--- src/include/safety_cmd_pkg.sv ---
// holds command codes, reset values and field widths for the safety command decoder
// assumes the frame logic outside hands over one decoded command byte plus data per frame
package safety_cmd_pkg;

    localparam int  data_width          = 8;
    localparam int  count_width         = 4;

    // write codes of this slice
    localparam logic [7:0] cmd_wd_count_write      = 8'ha4;
    localparam logic [7:0] cmd_host_esm_count_write= 8'ha7;
    localparam logic [7:0] cmd_dev_err_count_write = 8'ha8;
    localparam logic [7:0] cmd_high_max_write      = 8'h91;
    localparam logic [7:0] cmd_high_min_write      = 8'h92;
    localparam logic [7:0] cmd_low_max_write       = 8'h94;
    localparam logic [7:0] cmd_low_min_write       = 8'h97;
    localparam logic [7:0] cmd_pwd_threshold_write = 8'h98;
    localparam logic [7:0] cmd_config_crc_write    = 8'h9b;
    localparam logic [7:0] cmd_analog_selftest_write = 8'hab;
    localparam logic [7:0] cmd_logic_selftest_write  = 8'had;
    localparam logic [7:0] cmd_safety_check_write    = 8'hae;

    // read codes of this slice
    localparam logic [7:0] cmd_status_two_read     = 8'h52;
    localparam logic [7:0] cmd_status_three_read   = 8'h54;
    localparam logic [7:0] cmd_status_four_read    = 8'h57;
    localparam logic [7:0] cmd_high_max_read       = 8'h61;
    localparam logic [7:0] cmd_high_min_read       = 8'h62;
    localparam logic [7:0] cmd_low_max_read        = 8'h64;
    localparam logic [7:0] cmd_low_min_read        = 8'h67;
    localparam logic [7:0] cmd_pwd_threshold_read  = 8'h68;
    localparam logic [7:0] cmd_config_crc_read     = 8'h6b;
    localparam logic [7:0] cmd_analog_selftest_read  = 8'h5b;
    localparam logic [7:0] cmd_logic_selftest_read   = 8'h5d;
    localparam logic [7:0] cmd_safety_check_read     = 8'h5e;

    // counter field position inside each error status register
    localparam int  count_lsb           = 0;

    // reset values
    localparam logic [7:0] reset_status    = 8'h00;
    localparam logic [7:0] reset_setting   = 8'h00;
    localparam logic [7:0] reset_read_data = 8'h00;

    // answer codes for a write
    typedef enum logic [1:0]
    {
        write_ok_type_none    = 2'h0,
        write_ok_type_done    = 2'h1,
        write_ok_type_refused = 2'h2
    } write_result_type;

endpackage

--- src/hw/safety_cmd_classify.sv ---
// classifies one command byte: known read, protected write, unprotected write
// assumes a combinational use on the same clock as the decoder
`timescale 1ns/1ps
module safety_cmd_classify
(
    input  wire logic [7:0] code,
    output logic            is_protected_write,
    output logic            is_free_write,
    output logic            is_known_read
);

    // protected write set is the lock-guarded, state_a-only codes
    always_comb
    begin
        is_protected_write = 1'b0;
        is_free_write      = 1'b0;
        is_known_read      = 1'b0;
        case (code)
            safety_cmd_pkg::cmd_wd_count_write,
            safety_cmd_pkg::cmd_host_esm_count_write,
            safety_cmd_pkg::cmd_dev_err_count_write,
            safety_cmd_pkg::cmd_high_max_write,
            safety_cmd_pkg::cmd_high_min_write,
            safety_cmd_pkg::cmd_low_max_write,
            safety_cmd_pkg::cmd_low_min_write,
            safety_cmd_pkg::cmd_pwd_threshold_write,
            safety_cmd_pkg::cmd_config_crc_write:
                is_protected_write = 1'b1;
            safety_cmd_pkg::cmd_analog_selftest_write,
            safety_cmd_pkg::cmd_logic_selftest_write,
            safety_cmd_pkg::cmd_safety_check_write:
                is_free_write = 1'b1;
            safety_cmd_pkg::cmd_status_two_read,
            safety_cmd_pkg::cmd_status_three_read,
            safety_cmd_pkg::cmd_status_four_read,
            safety_cmd_pkg::cmd_high_max_read,
            safety_cmd_pkg::cmd_high_min_read,
            safety_cmd_pkg::cmd_low_max_read,
            safety_cmd_pkg::cmd_low_min_read,
            safety_cmd_pkg::cmd_pwd_threshold_read,
            safety_cmd_pkg::cmd_config_crc_read,
            safety_cmd_pkg::cmd_analog_selftest_read,
            safety_cmd_pkg::cmd_logic_selftest_read,
            safety_cmd_pkg::cmd_safety_check_read:
                is_known_read = 1'b1;
            default:
            begin
                is_protected_write = 1'b0;
                is_free_write      = 1'b0;
                is_known_read      = 1'b0;
            end
        endcase
    end

endmodule // safety_cmd_classify

--- src/hw/spi_safety_command_decoder.sv ---
// decoder for the safety counter, pulse limit, power-down and crc commands
// assumes a frame engine on mclk presents code and data with a one-cycle cmd_valid pulse,
// and that lock and state_a-state levels come from logic on the same clock
//
// Function
// - write 0xa4 only in state_a changes just the watchdog failure count, read by 0x52.
// - write 0xa7 only in state_a changes just the host error-signal fail count, read by 0x54.
// - write 0xa8 only in state_a changes just the device error count, read by 0x57.
// - 0x91 writes the high pulse maximum under lock and state_a, 0x61 reads it.
// - 0x92 writes the high pulse minimum under lock and state_a, 0x62 reads it.
// - 0x94 writes the low pulse maximum under lock and state_a, 0x64 reads it.
// - 0x97 writes the low pulse minimum under lock and state_a, 0x67 reads it.
// - 0x98 writes the power-down threshold under lock and state_a, 0x68 reads it.
// - 0x9b writes the expected config crc under lock and state_a, 0x6b reads it.
// - protected writes are rejected while the host-set configuration lock is on.
`timescale 1ns/1ps
module spi_safety_command_decoder
(
    input  wire logic       mclk,
    input  wire logic       nrst,
    input  wire logic       cmd_valid,
    input  wire logic [7:0] cmd_code,
    input  wire logic [7:0] cmd_data,
    input  wire logic       config_lock,
    input  wire logic       state_a,
    input  wire logic [7:0] status_two_live,
    input  wire logic [7:0] status_three_live,
    input  wire logic [7:0] status_four_live,
    output logic            read_valid,
    output logic [7:0]      read_data,
    output logic            read_unknown,
    output logic            write_done,
    output logic            write_refused,
    output logic [3:0]      watchdog_failure_count,
    output logic [3:0]      host_error_signal_fail_count,
    output logic [3:0]      device_error_count,
    output logic [7:0]      error_high_pulse_max,
    output logic [7:0]      error_high_pulse_min,
    output logic [7:0]      error_low_pulse_max,
    output logic [7:0]      error_low_pulse_min,
    output logic [7:0]      power_down_threshold,
    output logic [7:0]      config_crc,
    output logic [7:0]      analog_selftest_control,
    output logic [7:0]      logic_selftest_control,
    output logic [7:0]      safety_check_control
);

    logic is_protected_write;
    logic is_free_write;
    logic is_known_read;
    logic write_allowed;

    safety_cmd_classify u_classify
    (
        .code               (cmd_code),
        .is_protected_write (is_protected_write),
        .is_free_write      (is_free_write),
        .is_known_read      (is_known_read)
    );

    // lock and state_a state both gate a protected write
    assign write_allowed = state_a & ~config_lock;

    // counter fields of the error status registers; upper bits stay live from the monitor
    always_ff @(posedge mclk or negedge nrst)
    begin
        if (!nrst)
        begin
            watchdog_failure_count       <= safety_cmd_pkg::reset_status[3:0];
            host_error_signal_fail_count <= safety_cmd_pkg::reset_status[3:0];
            device_error_count           <= safety_cmd_pkg::reset_status[3:0];
        end
        else if (cmd_valid && write_allowed)
        begin
            case (cmd_code)
                safety_cmd_pkg::cmd_wd_count_write:
                    watchdog_failure_count <= cmd_data[3:0];
                safety_cmd_pkg::cmd_host_esm_count_write:
                    host_error_signal_fail_count <= cmd_data[3:0];
                safety_cmd_pkg::cmd_dev_err_count_write:
                    device_error_count <= cmd_data[3:0];
                default:
                    watchdog_failure_count <= watchdog_failure_count;
            endcase
        end
    end

    // pulse-width limits, power-down threshold and expected crc
    always_ff @(posedge mclk or negedge nrst)
    begin
        if (!nrst)
        begin
            error_high_pulse_max <= safety_cmd_pkg::reset_setting;
            error_high_pulse_min <= safety_cmd_pkg::reset_setting;
            error_low_pulse_max  <= safety_cmd_pkg::reset_setting;
            error_low_pulse_min  <= safety_cmd_pkg::reset_setting;
            power_down_threshold <= safety_cmd_pkg::reset_setting;
            config_crc           <= safety_cmd_pkg::reset_setting;
        end
        else if (cmd_valid && write_allowed) // refused writes fall through
        begin
            case (cmd_code)
                safety_cmd_pkg::cmd_high_max_write:
                    error_high_pulse_max <= cmd_data;
                safety_cmd_pkg::cmd_high_min_write:
                    error_high_pulse_min <= cmd_data;
                safety_cmd_pkg::cmd_low_max_write:
                    error_low_pulse_max <= cmd_data;
                safety_cmd_pkg::cmd_low_min_write:
                    error_low_pulse_min <= cmd_data;
                safety_cmd_pkg::cmd_pwd_threshold_write:
                    power_down_threshold <= cmd_data;
                safety_cmd_pkg::cmd_config_crc_write:
                    config_crc <= cmd_data;
                default:
                    config_crc <= config_crc;
            endcase
        end
    end

    // self-test and check controls take effect regardless of lock or state
    always_ff @(posedge mclk or negedge nrst)
    begin
        if (!nrst)
        begin
            analog_selftest_control <= safety_cmd_pkg::reset_setting;
            logic_selftest_control  <= safety_cmd_pkg::reset_setting;
            safety_check_control    <= safety_cmd_pkg::reset_setting;
        end
        else if (cmd_valid)
        begin
            case (cmd_code)
                safety_cmd_pkg::cmd_analog_selftest_write:
                    analog_selftest_control <= cmd_data;
                safety_cmd_pkg::cmd_logic_selftest_write:
                    logic_selftest_control <= cmd_data;
                safety_cmd_pkg::cmd_safety_check_write:
                    safety_check_control <= cmd_data;
                default:
                    safety_check_control <= safety_check_control;
            endcase
        end
    end

    // write answer: one-cycle pulse, done or refused
    always_ff @(posedge mclk or negedge nrst)
    begin
        if (!nrst)
        begin
            write_done    <= 1'b0;
            write_refused <= 1'b0;
        end
        else
        begin
            write_done    <= cmd_valid &
                             (is_free_write | (is_protected_write & write_allowed));
            write_refused <= cmd_valid & is_protected_write & ~write_allowed;
        end
    end

    // read answer; counter sits in low nibble, monitor bits above
    // reads pass the value held before any write in the same cycle
    always_ff @(posedge mclk or negedge nrst)
    begin
        if (!nrst)
        begin
            read_valid   <= 1'b0;
            read_unknown <= 1'b0;
            read_data    <= safety_cmd_pkg::reset_read_data;
        end
        else
        begin
            read_valid   <= cmd_valid & is_known_read;
            read_unknown <= cmd_valid & ~is_known_read & ~is_protected_write & ~is_free_write;
            if (cmd_valid && is_known_read)
            begin
                case (cmd_code)
                    safety_cmd_pkg::cmd_status_two_read:
                        read_data <= {status_two_live[7:4], watchdog_failure_count};
                    safety_cmd_pkg::cmd_status_three_read:
                        read_data <= {status_three_live[7:4],
                                      host_error_signal_fail_count};
                    safety_cmd_pkg::cmd_status_four_read:
                        read_data <= {status_four_live[7:4], device_error_count};
                    safety_cmd_pkg::cmd_high_max_read:
                        read_data <= error_high_pulse_max;
                    safety_cmd_pkg::cmd_high_min_read:
                        read_data <= error_high_pulse_min;
                    safety_cmd_pkg::cmd_low_max_read:
                        read_data <= error_low_pulse_max;
                    safety_cmd_pkg::cmd_low_min_read:
                        read_data <= error_low_pulse_min;
                    safety_cmd_pkg::cmd_pwd_threshold_read:
                        read_data <= power_down_threshold;
                    safety_cmd_pkg::cmd_config_crc_read:
                        read_data <= config_crc;
                    safety_cmd_pkg::cmd_analog_selftest_read:
                        read_data <= analog_selftest_control;
                    safety_cmd_pkg::cmd_logic_selftest_read:
                        read_data <= logic_selftest_control;
                    safety_cmd_pkg::cmd_safety_check_read:
                        read_data <= safety_check_control;
                    default:
                        read_data <= safety_cmd_pkg::reset_read_data;
                endcase
            end
        end
    end

endmodule // spi_safety_command_decoder

--- config.mk ---
export PLATFORM = sky130hd
export DESIGN_NAME = spi_safety_command_decoder
export DESIGN_NICKNAME = d
export VERILOG_FILES = /design/src/include/safety_cmd_pkg.sv /design/src/hw/safety_cmd_classify.sv /design/src/hw/spi_safety_command_decoder.sv
export SDC_FILE = /design/constraint.sdc
export NUM_CORES = 1
export LEC_CHECK = 0
export BUFFER_PORTS_ARGS = -buffer_cell sky130_fd_sc_hd__buf_2
export CAP_MARGIN = 20
export CORE_MARGIN = 8
export CORE_UTILIZATION = 52
export DETAILED_ROUTE_END_ITERATION = 6
export PLACE_DENSITY_LB_ADDON = 0.3
export SYNTH_ARGS = -nofsm -noshare
export SYNTH_HDL_FRONTEND = slang
export SYNTH_SLANG_ARGS = --single-unit
export TNS_END_PERCENT = 20
--- constraint.sdc ---
create_clock -name mclk -period 2.1 [get_ports mclk]
set_input_delay 0.105 -clock mclk [delete_from_list [all_inputs] [get_ports mclk]]
set_output_delay 0.105 -clock mclk [all_outputs]
set_load 0.02 [all_outputs]
* Word level (Yosys, flattened, before mapping)
Index checks and enable logic that the tools add are counted.
Cells by class: div/mod/pow operators 0, reductions and logical operators 17, multiply operators 0, equal/unequal tests 24, shift-type cells 0, bitwise logic cells 15, $lt $le $gt $ge 0, muxes and demuxes 4, add/subtract/negate cells 0
Operators with widths (number):
- $eq A8 B7 Y1 const B | 12
- $eq A8 B8 Y1 const B | 12
- $pmux W8 S12 | 1
- $reduce_and A2 Y1 | 12
- $reduce_or A12 Y1 | 1
- $and A1 B1 Y1 | 9
- $reduce_or A9 Y1 | 1
- $not A1 Y1 | 5
- $mux W1 | 3
- $reduce_or A3 Y1 | 1
- $logic_and A1 B1 Y1 | 2
- $or A1 B1 Y1 | 1
Storage, ports and cells: output and inout bits 96, input port bits 45, flip-flop bits (word level) 96, logic and storage cells 77, latch bits 0, memories 0, memory bits (read-only) 0, bits in writable memories 0

* Longest topological paths before layout
Gate-level depths: netlist of run 1.
depth after elaboration 7, mapped depth 8, mapped depth without buffers 5

* Hierarchy
A second synthesis of run 1 with hierarchy kept.
Unflattened totals: cells, all modules 417, area, all modules 4963.5 um2
Modules (own cells, without submodules):
- spi_safety_command_decoder | area an instance 4727.0 um2, cells an instance 385, seq. area each 2402.3 um2, instances 1
- safety_cmd_classify | area an instance 236.5 um2, cells an instance 32, seq. area each 0.0 um2, instances 1

* Worst setup path before layout of run 1
OpenSTA, ideal clock, no wires.
kind input port to flip-flop, from in cmd_code[1], to reg read_data[2], arrival time 1691 ps, slack 284 ps, stages 8, library setup time 125 ps, data required time 1975 ps, path buffers 3, cell sequence buf_2 -> nor2b_1 -> buf_2 -> or3_1 -> a31oi_1 -> and4_1 -> buf_4 -> mux2_2
Between the ends: word-level cells in the longest chain between the ends 4, elaborated cells between the ends (all ways) 16, those cells by class 12 x eq/ne; 2 x mux; 2 x reduce/logical
Ends and longest elaborated chain:
- from (decl) | line spi_safety_command_decoder.sv:22 | input wire logic [7:0] cmd_code,
- $eq A8 B7 Y1 | line safety_cmd_classify.sv:18, spi_safety_command_decoder.sv:177
- $reduce_or A12 Y1 | line safety_cmd_classify.sv:18 | case (code)
- $mux W1 | line safety_cmd_classify.sv:18
- $logic_and A1 B1 Y1 | line spi_safety_command_decoder.sv:175 | if (cmd_valid && is_known_read)
- to (signal assigned) | line spi_safety_command_decoder.sv:179 | read_data <= {status_two_live[7:4], watchdog_failure_count};
- to (signal assigned) | line spi_safety_command_decoder.sv:181 | read_data <= {status_three_live[7:4],
- to (signal assigned) | line spi_safety_command_decoder.sv:184 | read_data <= {status_four_live[7:4], device_error_count};
- to (decl) | line spi_safety_command_decoder.sv:30 | output logic [7:0] read_data,
Several ways; a longest one is shown, not always the timed one. A chain may end at the register's enable or synchronous reset.

* Worst setup path in the final report of run 1
from reg error_high_pulse_max[3], to reg read_data[3]
Between the ends: word-level cells in the longest chain between the ends 1
Ends and longest elaborated chain:
- from (decl) | line spi_safety_command_decoder.sv:37 | output logic [7:0] error_high_pulse_max,
- from (signal assigned) | line spi_safety_command_decoder.sv:93 | error_high_pulse_max <= safety_cmd_pkg::reset_setting;
- from (signal assigned) | line spi_safety_command_decoder.sv:104 | error_high_pulse_max <= cmd_data;
- $pmux W8 S12 | line spi_safety_command_decoder.sv:177 | case (cmd_code)
No other way between the ends.

==> results list, run 1 <==
* Status: finished, final reports clean
- Cells taking the most area after synthesis: dfrtp_1 49%, mux2_2 18%, a22oi_1 3.8%
- Entering global routing, the biggest net connects 50 pins.
* Count of distinct cell types in the synthesized netlist: 61
- Chip width: 113 um
- Measured against its own limit, the worst slew margin works out to 57.2%.
- Buffers placed on the I/O ports in this run total 128.
* Required time of the critical path: 2360 ps
* Post-synthesis net count: 452
- H-tree levels: 3
- The number of antenna violations at the first check in global routing came to 1.
* Clock Skew: 11.0 ps
- Critical register-to-register path endpoint: read_data[3]$_DFFE_PN0P_
- For the pin with the worst max-slew slack, the measured transition is 642 ps.
- Across the run, the number of max-cap violations was 0.
- Average via count per standard cell: 6.17
* Number of DRC markers after the initial detailed-route iteration: 403
* Peak clock frequency supported by timing: 0.552 GHz
* Number of max-slew violations in the final report: 0
- Leaving out fill and tap cells, the most frequent cell in the layout is buf_2.
* Avg Inst Size Synth: 12.0 sq um
* Switching component of the power: 1040 uW
- GRT Resource Usage Total: 24.9%
* Top flip-flop cell by instance count after synthesis: dfrtp_1
* Hold path startpoint: cmd_valid
* # fillers: 733
- Count of final setup violators: 0
- CTS tree: yes
- The core region is 9200 sq um.
- Clock-pin slew was measured on the worst setup and hold paths at 90 ps.
- Sink Count: 96
* Synth Instances: 407
* P_int: 2660 uW
- Broken down by cell family, the worst path's largest delay share belongs to simple AND/OR/NAND/NOR gates.
- Summed over all layers, the global routing overflow is 0.
- Number of standard-cell rows in the floorplan: 35
- Drt pass-1 iters: 6
- Wirelength per Cell: 23.4 um
- The worst hold path belongs to the class input port to register.
* Die area: 12800 sq um
- The worst setup path is captured at a register.
- Clock latency on the worst-skew pair, taken at its later pin, is 360 ps.
- Yosys mapped a number of flops with a built-in enable equal to 0.
- Crit path max-delay cell type: or4_1
- The worst hold path was traced through 3 stages.
- Fraction of post-synthesis cell area in the top cell type by area: 49.2%
- Master cell of the clock root buffer: clkbuf_8
* Overall via count from detail_route: 4182
- In the finished design, the share of the clock period the worst path needs comes to 86.2%.
* Sequential share of power: 53.3%
- After legalization and detailed placement, the total HPWL measured 11900 um.
* Flip-flop and latch count after synthesis: 96
* Power per standard cell area: 609 nW/um^2
* Gp weighted congestion: 0.942
* Post-synthesis cell type with the largest combined area: dfrtp_1
* Sw Share: 28.0%
* Critical Path Fanout Max: 3
- In the routed design, unresolved DRC markers number 0.
- Walking the worst path, the cells encountered are and3b_1 -> o21ai_0 -> a21oi_1 -> or4_1 -> mux2_2.
- Die Span Y: 113 um
- Buffers inserted to repair hold after CTS numbered 1.
* Sequential cell area fraction in the yosys report: 49.2%
* Number of antenna-violating nets in the routed design: 0
- Reg2Reg Setup Slack: 290 ps
* Share of flip-flops with an asynchronous set or reset: 100%
* Total number of nets in the final design: 607
- CTS buffer count: 9
- IR analysis of the VDD net gives a maximum drop of 0.385 mV.
- Worst path arrival time: 2070 ps
- The critical path contains buffers and inverters numbering 0 combined.
- Biggest cell delay along the critical path: 600 ps
- Total area of sequential cells: 2400 sq um
* Area used by multi-input combinational logic: 2330 sq um
* Number of placed instances, taps included: 661
- Ports placed on the boundary: 141
- Commonest non-fill, non-tap cells in the layout: 127 x buf_2, 96 x dfrtp_1, 79 x mux2_2, 42 x buf_4, 25 x a22oi_1
- The initial utilization of the core area, before any placement, comes to 53.1%.
* Setup repair bufs after CTS: 0
- Wires add up to 15800 um.
- Adding up every negative setup slack in the final design gives 0 ps.
* Number of hold-slack violations in the final timing report: 0
- Combined area of all synthesized cells: 4890 sq um
* Vias in the first global route: 4341
- Maximum buffer depth of the clock tree: 2
- Share of power burned in the clock network: 32.2%
* Post-route minimum period: 1810 ps
* Logic gate share of total power: 14.6%
- Post-synthesis to final-layout area growth: 24.3%
* R2R Path Start: error_high_pulse_max[3]$_DFFE_PN0P_
* Share of cells above drive strength 1: 49.3%
- The first global-routing pass estimated 24500 um of wire.
* Class of the most critical setup path: register to register
- For hold timing, the worst endpoint is write_refused$_DFF_PN0_.
- Setup repair after global routing left no endpoint under its margin.
* Worst R2R Path Depth: 5
* Leakage: 0.00318 uW
- Ys Warns: 0
- Number of instances resized during post-cts repair: 0
- Category of the worst setup path launch point: register
- The finished layout holds 678 standard cells, fillers aside.
-- worst register-to-register path, delay by kind of cell, from the launching register on --
kind,cells,cell delay (ps)
and+or+nand+nor,2,770
DFF,1,420
muxes,1,290
AOI/OAI and AO/OA,2,230
-- per-stage QoR --
stage	area (sq um)	setup slack, ps	utilization (%)	total power, uW	hold slack [ps]
after CTS	6070	302	66.0	3710	30.7
final	6070	289	66.0	3700	42.4
after global placement	5870	121	63.9	2520	161
after detailed placement	5870	2.45	63.9	2540	167
after floorplan	4890	284	-	2270	-191
after global routing	6070	243	66.0	3840	67.5
-- per-layer routing --
| layer | share of wire [%] | vias to the layer above | wire, um | track usage (%) |
|---|---|---|---|---|
| met5 | 0 | - | 0 | 0 |
| met4 | 3.2 | 0 | 509 | 12.4 |
| met3 | 7.7 | 46 | 1210 | 5.01 |
| met2 | 48 | 233 | 7530 | 39.3 |
| met1 | 42 | 2062 | 6580 | 31.9 |
| li1 | - | 1841 | - | - |
-- cell type report --
cell class                      count  area share (%)
Inverter                            8           0.495
Clock inverter                      5           0.927
Sequential cell                    96            39.6
Clock buffer                       10            2.10
Tap cell                          111            2.29
Multi-Input combinational cell    276            38.4
Antenna cell                        1          0.0412
Timing Repair Buffer              171            16.2
-- power by group through the flow --
stage / sequential [uW] / clock [uW] / combinational (uW)
4_1_cts: 1970 / 1210 / 539
3_5_place_dp: 2000 / 0 / 534
6_report: 1970 / 1190 / 538
5_1_grt: 1980 / 1290 / 581
2_1_floorplan: 2080 / 0 / 193
3_3_place_gp: 2000 / 0 / 522
-- flip-flops by register name (all words and copies together) (netlist names), 8 cells and up --
name / cells
logic_selftest_control: 8
analog_selftest_control: 8
safety_check_control: 8
power_down_threshold: 8
config_crc: 8
error_high_pulse_min: 8
error_low_pulse_max: 8
read_data: 8
error_low_pulse_min: 8
error_high_pulse_max: 8
-- worst max-delay path by stage --
| stage | from | end | slack, ps | cells past startpoint |
|---|---|---|---|---|
| final | error_high_pulse_max[3]$_DFFE_PN0P_ | read_data[3]$_DFFE_PN0P_ | 290 | 5 |
| after CTS | error_high_pulse_max[3]$_DFFE_PN0P_ | read_data[3]$_DFFE_PN0P_ | 300 | 5 |
| after detailed placement | cmd_code[5] | read_data[7]$_DFFE_PN0P_ | 2 | 7 |
| after global routing | cmd_code[5] | read_data[5]$_DFFE_PN0P_ | 240 | 7 |
| after global placement | cmd_code[0] | error_high_pulse_max[5]$_DFFE_PN0P_ | 120 | 6 |
| after floorplan | cmd_code[1] | read_data[2]$_DFFE_PN0P_ | 280 | 8 |
-- cells by family (layout without fill, tap and decap cells) --
group / count (synthesis) / in the layout / share of synthesized area (%)
flops: 96 / 96 / 49.2
other cells: 0 / 1 / 0
compound gates: 79 / 79 / 11.5
mux: 92 / 92 / 21.7
simple gates: 101 / 101 / 13.3
xor+xnor: 4 / 4 / 1.02
buf+inv: 35 / 194 / 3.23
-- synth_stat cells, drive strengths merged (2+ instances only) --
master,n
nand3,11
and3,5
a22oi,25
mux2i,5
dfrtp,96
clkbuf,11
buf,16
a41oi,2
a221oi,2
or4,2
nor4bb,2
nand2,19
and3b,4
and4bb,2
a21oi,10
o211ai,2
nor4b,3
a32o,4
nand2b,4
nand4b,2
inv,8
mux2,87
nor3b,3
nor2b,10
and2,4
a31oi,2
or3,2
and4b,2
o21ai,11
a2111oi,3
nor4,3
o22ai,7
xnor2,2
a22o,3
nor2,16
No activity file was read; power rests on OpenSTA's default activity.
==> run 2, diff against run 1 <==
--- a/config.mk
+++ b/config.mk
@@ -10,7 +10,7 @@
 export CORE_MARGIN = 8
 export CORE_UTILIZATION = 52
 export DETAILED_ROUTE_END_ITERATION = 6
-export PLACE_DENSITY_LB_ADDON = 0.3
+export PLACE_DENSITY = 0.8
 export SYNTH_ARGS = -nofsm -noshare
 export SYNTH_HDL_FRONTEND = slang
 export SYNTH_SLANG_ARGS = --single-unit
==> run 2 against run 1 <==
Count of clock-buffer cells in the layout unchanged. Combinational power about the same. Routed wire length decreased by 0.42%. Hold slack got worse by 6.2 ps. Global-route usage about the same. Sequential cell count unchanged. Critical path depth unchanged. Final area increased by 1.3%. Maximum frequency decreased by 0.26%. Core utilization increased by 0.86 points.
==> results list, run 2 (synthesis gave the netlist of run 1 again) <==
* Drt pass-1 iters: 5
* Die area: 12800 sq um
- Reg2Reg Setup Slack: 280 ps
- In this run the remaining antenna-violating nets after routing total 0.
- In this run the post-CTS setup repair buffer count came out at 0.
- Static timing analysis puts the maximum clock frequency at 0.551 GHz.
- Ports placed on the boundary: 141
- Die Span Y: 113 um
- Overall via count from detail_route: 4192
- For the pin with the worst max-slew slack, the measured transition is 599 ps.
- Share of power burned in the clock network: 37.1%
- Hold-critical path endpoint: write_refused$_DFF_PN0_
- Number of placed instances, taps included: 664
* Post-route minimum period: 1820 ps
- Internal power comes to 2940 uW.
- Number of antenna violations at the first check in global routing: 0
* Logic gate share of total power: 13.5%
- Switching component of the power: 1050 uW
* Number of hold-slack violations in the final timing report: 0
* GRT Resource Usage Total: 24.9%
- Once layout is complete, the utilization of the core stands at 66.9%.
- Count of final setup violators: 0
* Buffers added on ports: 128
* Worst path arrival time: 2070 ps
- In the final layout, the share of cells above drive strength 1 is 49.7%.
- Timing analysis after detailed placement gives a worst setup slack of 55.4 ps.
* Total number of nets in the final design: 610
- The total overflow left after global routing is 0.
* Overall Power: 3990 uW
- The worst setup path is captured at a register.
- On the final layout, the worst clock skew is 7.31 ps.
* CTS buffer count: 9
- Clock latency reported for the late side of the worst-skew pair: 360 ps
* Setup repair after global routing missed its margin: false
* Critical register-to-register path endpoint: read_data[3]$_DFFE_PN0P_
- In the final routed layout, each cell accounts on average for 23.2 um.
- Antenna diode count: 0
- Number of DRC markers after the initial detailed-route iteration: 381
- Crit path max-delay cell type: or4_1
- Row generation in the floorplan step produced 35 rows.
- Master cell of the clock root buffer: clkbuf_8
- Wire length reported by the detailed router: 15800 um
- Sink Count: 96
- The critical path is of the register to register type.
- Vias in the first global route: 4447
- Final clock period utilization by the worst path: 86.4%
- The path class of the tightest hold or removal check is input port to register.
- The clock tree synthesis step divided the H-tree into 3 levels.
- Slew margin rel.: 59.9%
- Walking the worst path, the cells encountered are and3b_1 -> o21ai_0 -> a21oi_1 -> or4_1 -> mux2_2.
- The flow ran to the end, and the final reports show no timing, DRC or antenna violations.
* Leakage: 0.00322 uW
* Average via count per standard cell: 6.16
* Sequential share of power: 49.3%
* Post-Layout Cell Count: 680
- The number of hold buffers added after CTS was 1.
- No sink is reached through more buffers than the 2 on the longest clock path.
* Number of instances resized during post-cts repair: 0
- From synthesis to final layout, the design area changed by 25.9%.
- The number of slew-limit violations in the final report is 0.
* R2R Path Start: error_low_pulse_max[3]$_DFFE_PN0P_
- Residual DRC: 0
- Across the run, the number of max-cap violations was 0.
- Gp weighted congestion: 0.916
* Global-route wire length before repair: 24800 um
- TritonCTS built the clock tree.
- In the final timing run, aggregate negative setup slack is 0 ps.
* Hold path startpoint: cmd_valid
* Most common cell after layout, fill and taps aside: buf_2
- Category of the worst setup path launch point: register
* Critical Path Fanout Max: 3
- Peak supply drop: 0.337 mV
- Power spread over the standard cell area amounts to 648 nW/um^2.
- Starting density of the core: 53.1%
- HPWL after detailed placement: 12000 um
- Commonest non-fill, non-tap cells in the layout: 127 x buf_2, 96 x dfrtp_1, 79 x mux2_2, 45 x buf_4, 25 x a22oi_1
- Maximum number of pins on one net before global-route repair: 40
- Worst R2R Path Depth: 5
- Core ar.: 9200 sq um
- Chip width: 113 um
- The worst hold path was traced through 3 stages.
- After clock tree synthesis, the clock-pin slew on the worst setup and hold paths is 90 ps.
- Sw Share: 26.4%
- Biggest cell delay along the critical path: 570 ps
* Worst path setup slack after routing: 285 ps
* Required time of the critical path: 2350 ps
[run 2: layout make-up]
class                      instances  area [sq um]
fill                             715          3050
sequential                        96          2400
multi-input combinational        276          2330
timing repair buffer             174          1000
tap                              111           139
clock buffer                      10           138
clock inverter                     5           105
inverter                           8          30.0
[run 2: per-layer routing]
layer	wire length [um]	share of wire [%]	global-route usage, %
met5	0	0	0
met4	393	2.5	9.06
met3	1280	8.1	5.70
met2	7810	50	41.0
met1	6280	40	31.3
[run 2: per-stage QoR]
stage	hold slack, ps	area [sq um]
3_5_place_dp	88.1	5900
2_1_floorplan	-191	4890
4_1_cts	26.0	6150
6_report	36.1	6150
5_1_grt	46.6	6150
3_3_place_gp	86.5	5900
[run 2: worst max-delay path by stage]
stage,start,cells past startpoint,endpoint,slack (ps)
floorplan,cmd_code[1],8,read_data[2]$_DFFE_PN0P_,280
global placement,cmd_code[5],7,read_data[7]$_DFFE_PN0P_,110
detailed placement,cmd_code[5],7,read_data[7]$_DFFE_PN0P_,60
CTS,error_high_pulse_max[3]$_DFFE_PN0P_,5,read_data[3]$_DFFE_PN0P_,310
global route,cmd_code[6],7,read_data[5]$_DFFE_PN0P_,220
finish,error_low_pulse_max[3]$_DFFE_PN0P_,5,read_data[3]$_DFFE_PN0P_,280
[run 2: critical path, delay by kind of cell (launching register included)]
kind,cells,cell delay (ps)
simple gates,2,750
flops,1,400
mux,1,290
compound gates,2,270
[run 2: power by group through the flow]
stage | Combinational, uW | Sequential (uW) | Clock, uW
final | 540 | 1970 | 1480
after global placement | 528 | 2000 | 0
after detailed placement | 538 | 2000 | 0
after floorplan | 193 | 2080 | 0
after CTS | 542 | 1960 | 1490
after global routing | 583 | 1970 | 1560
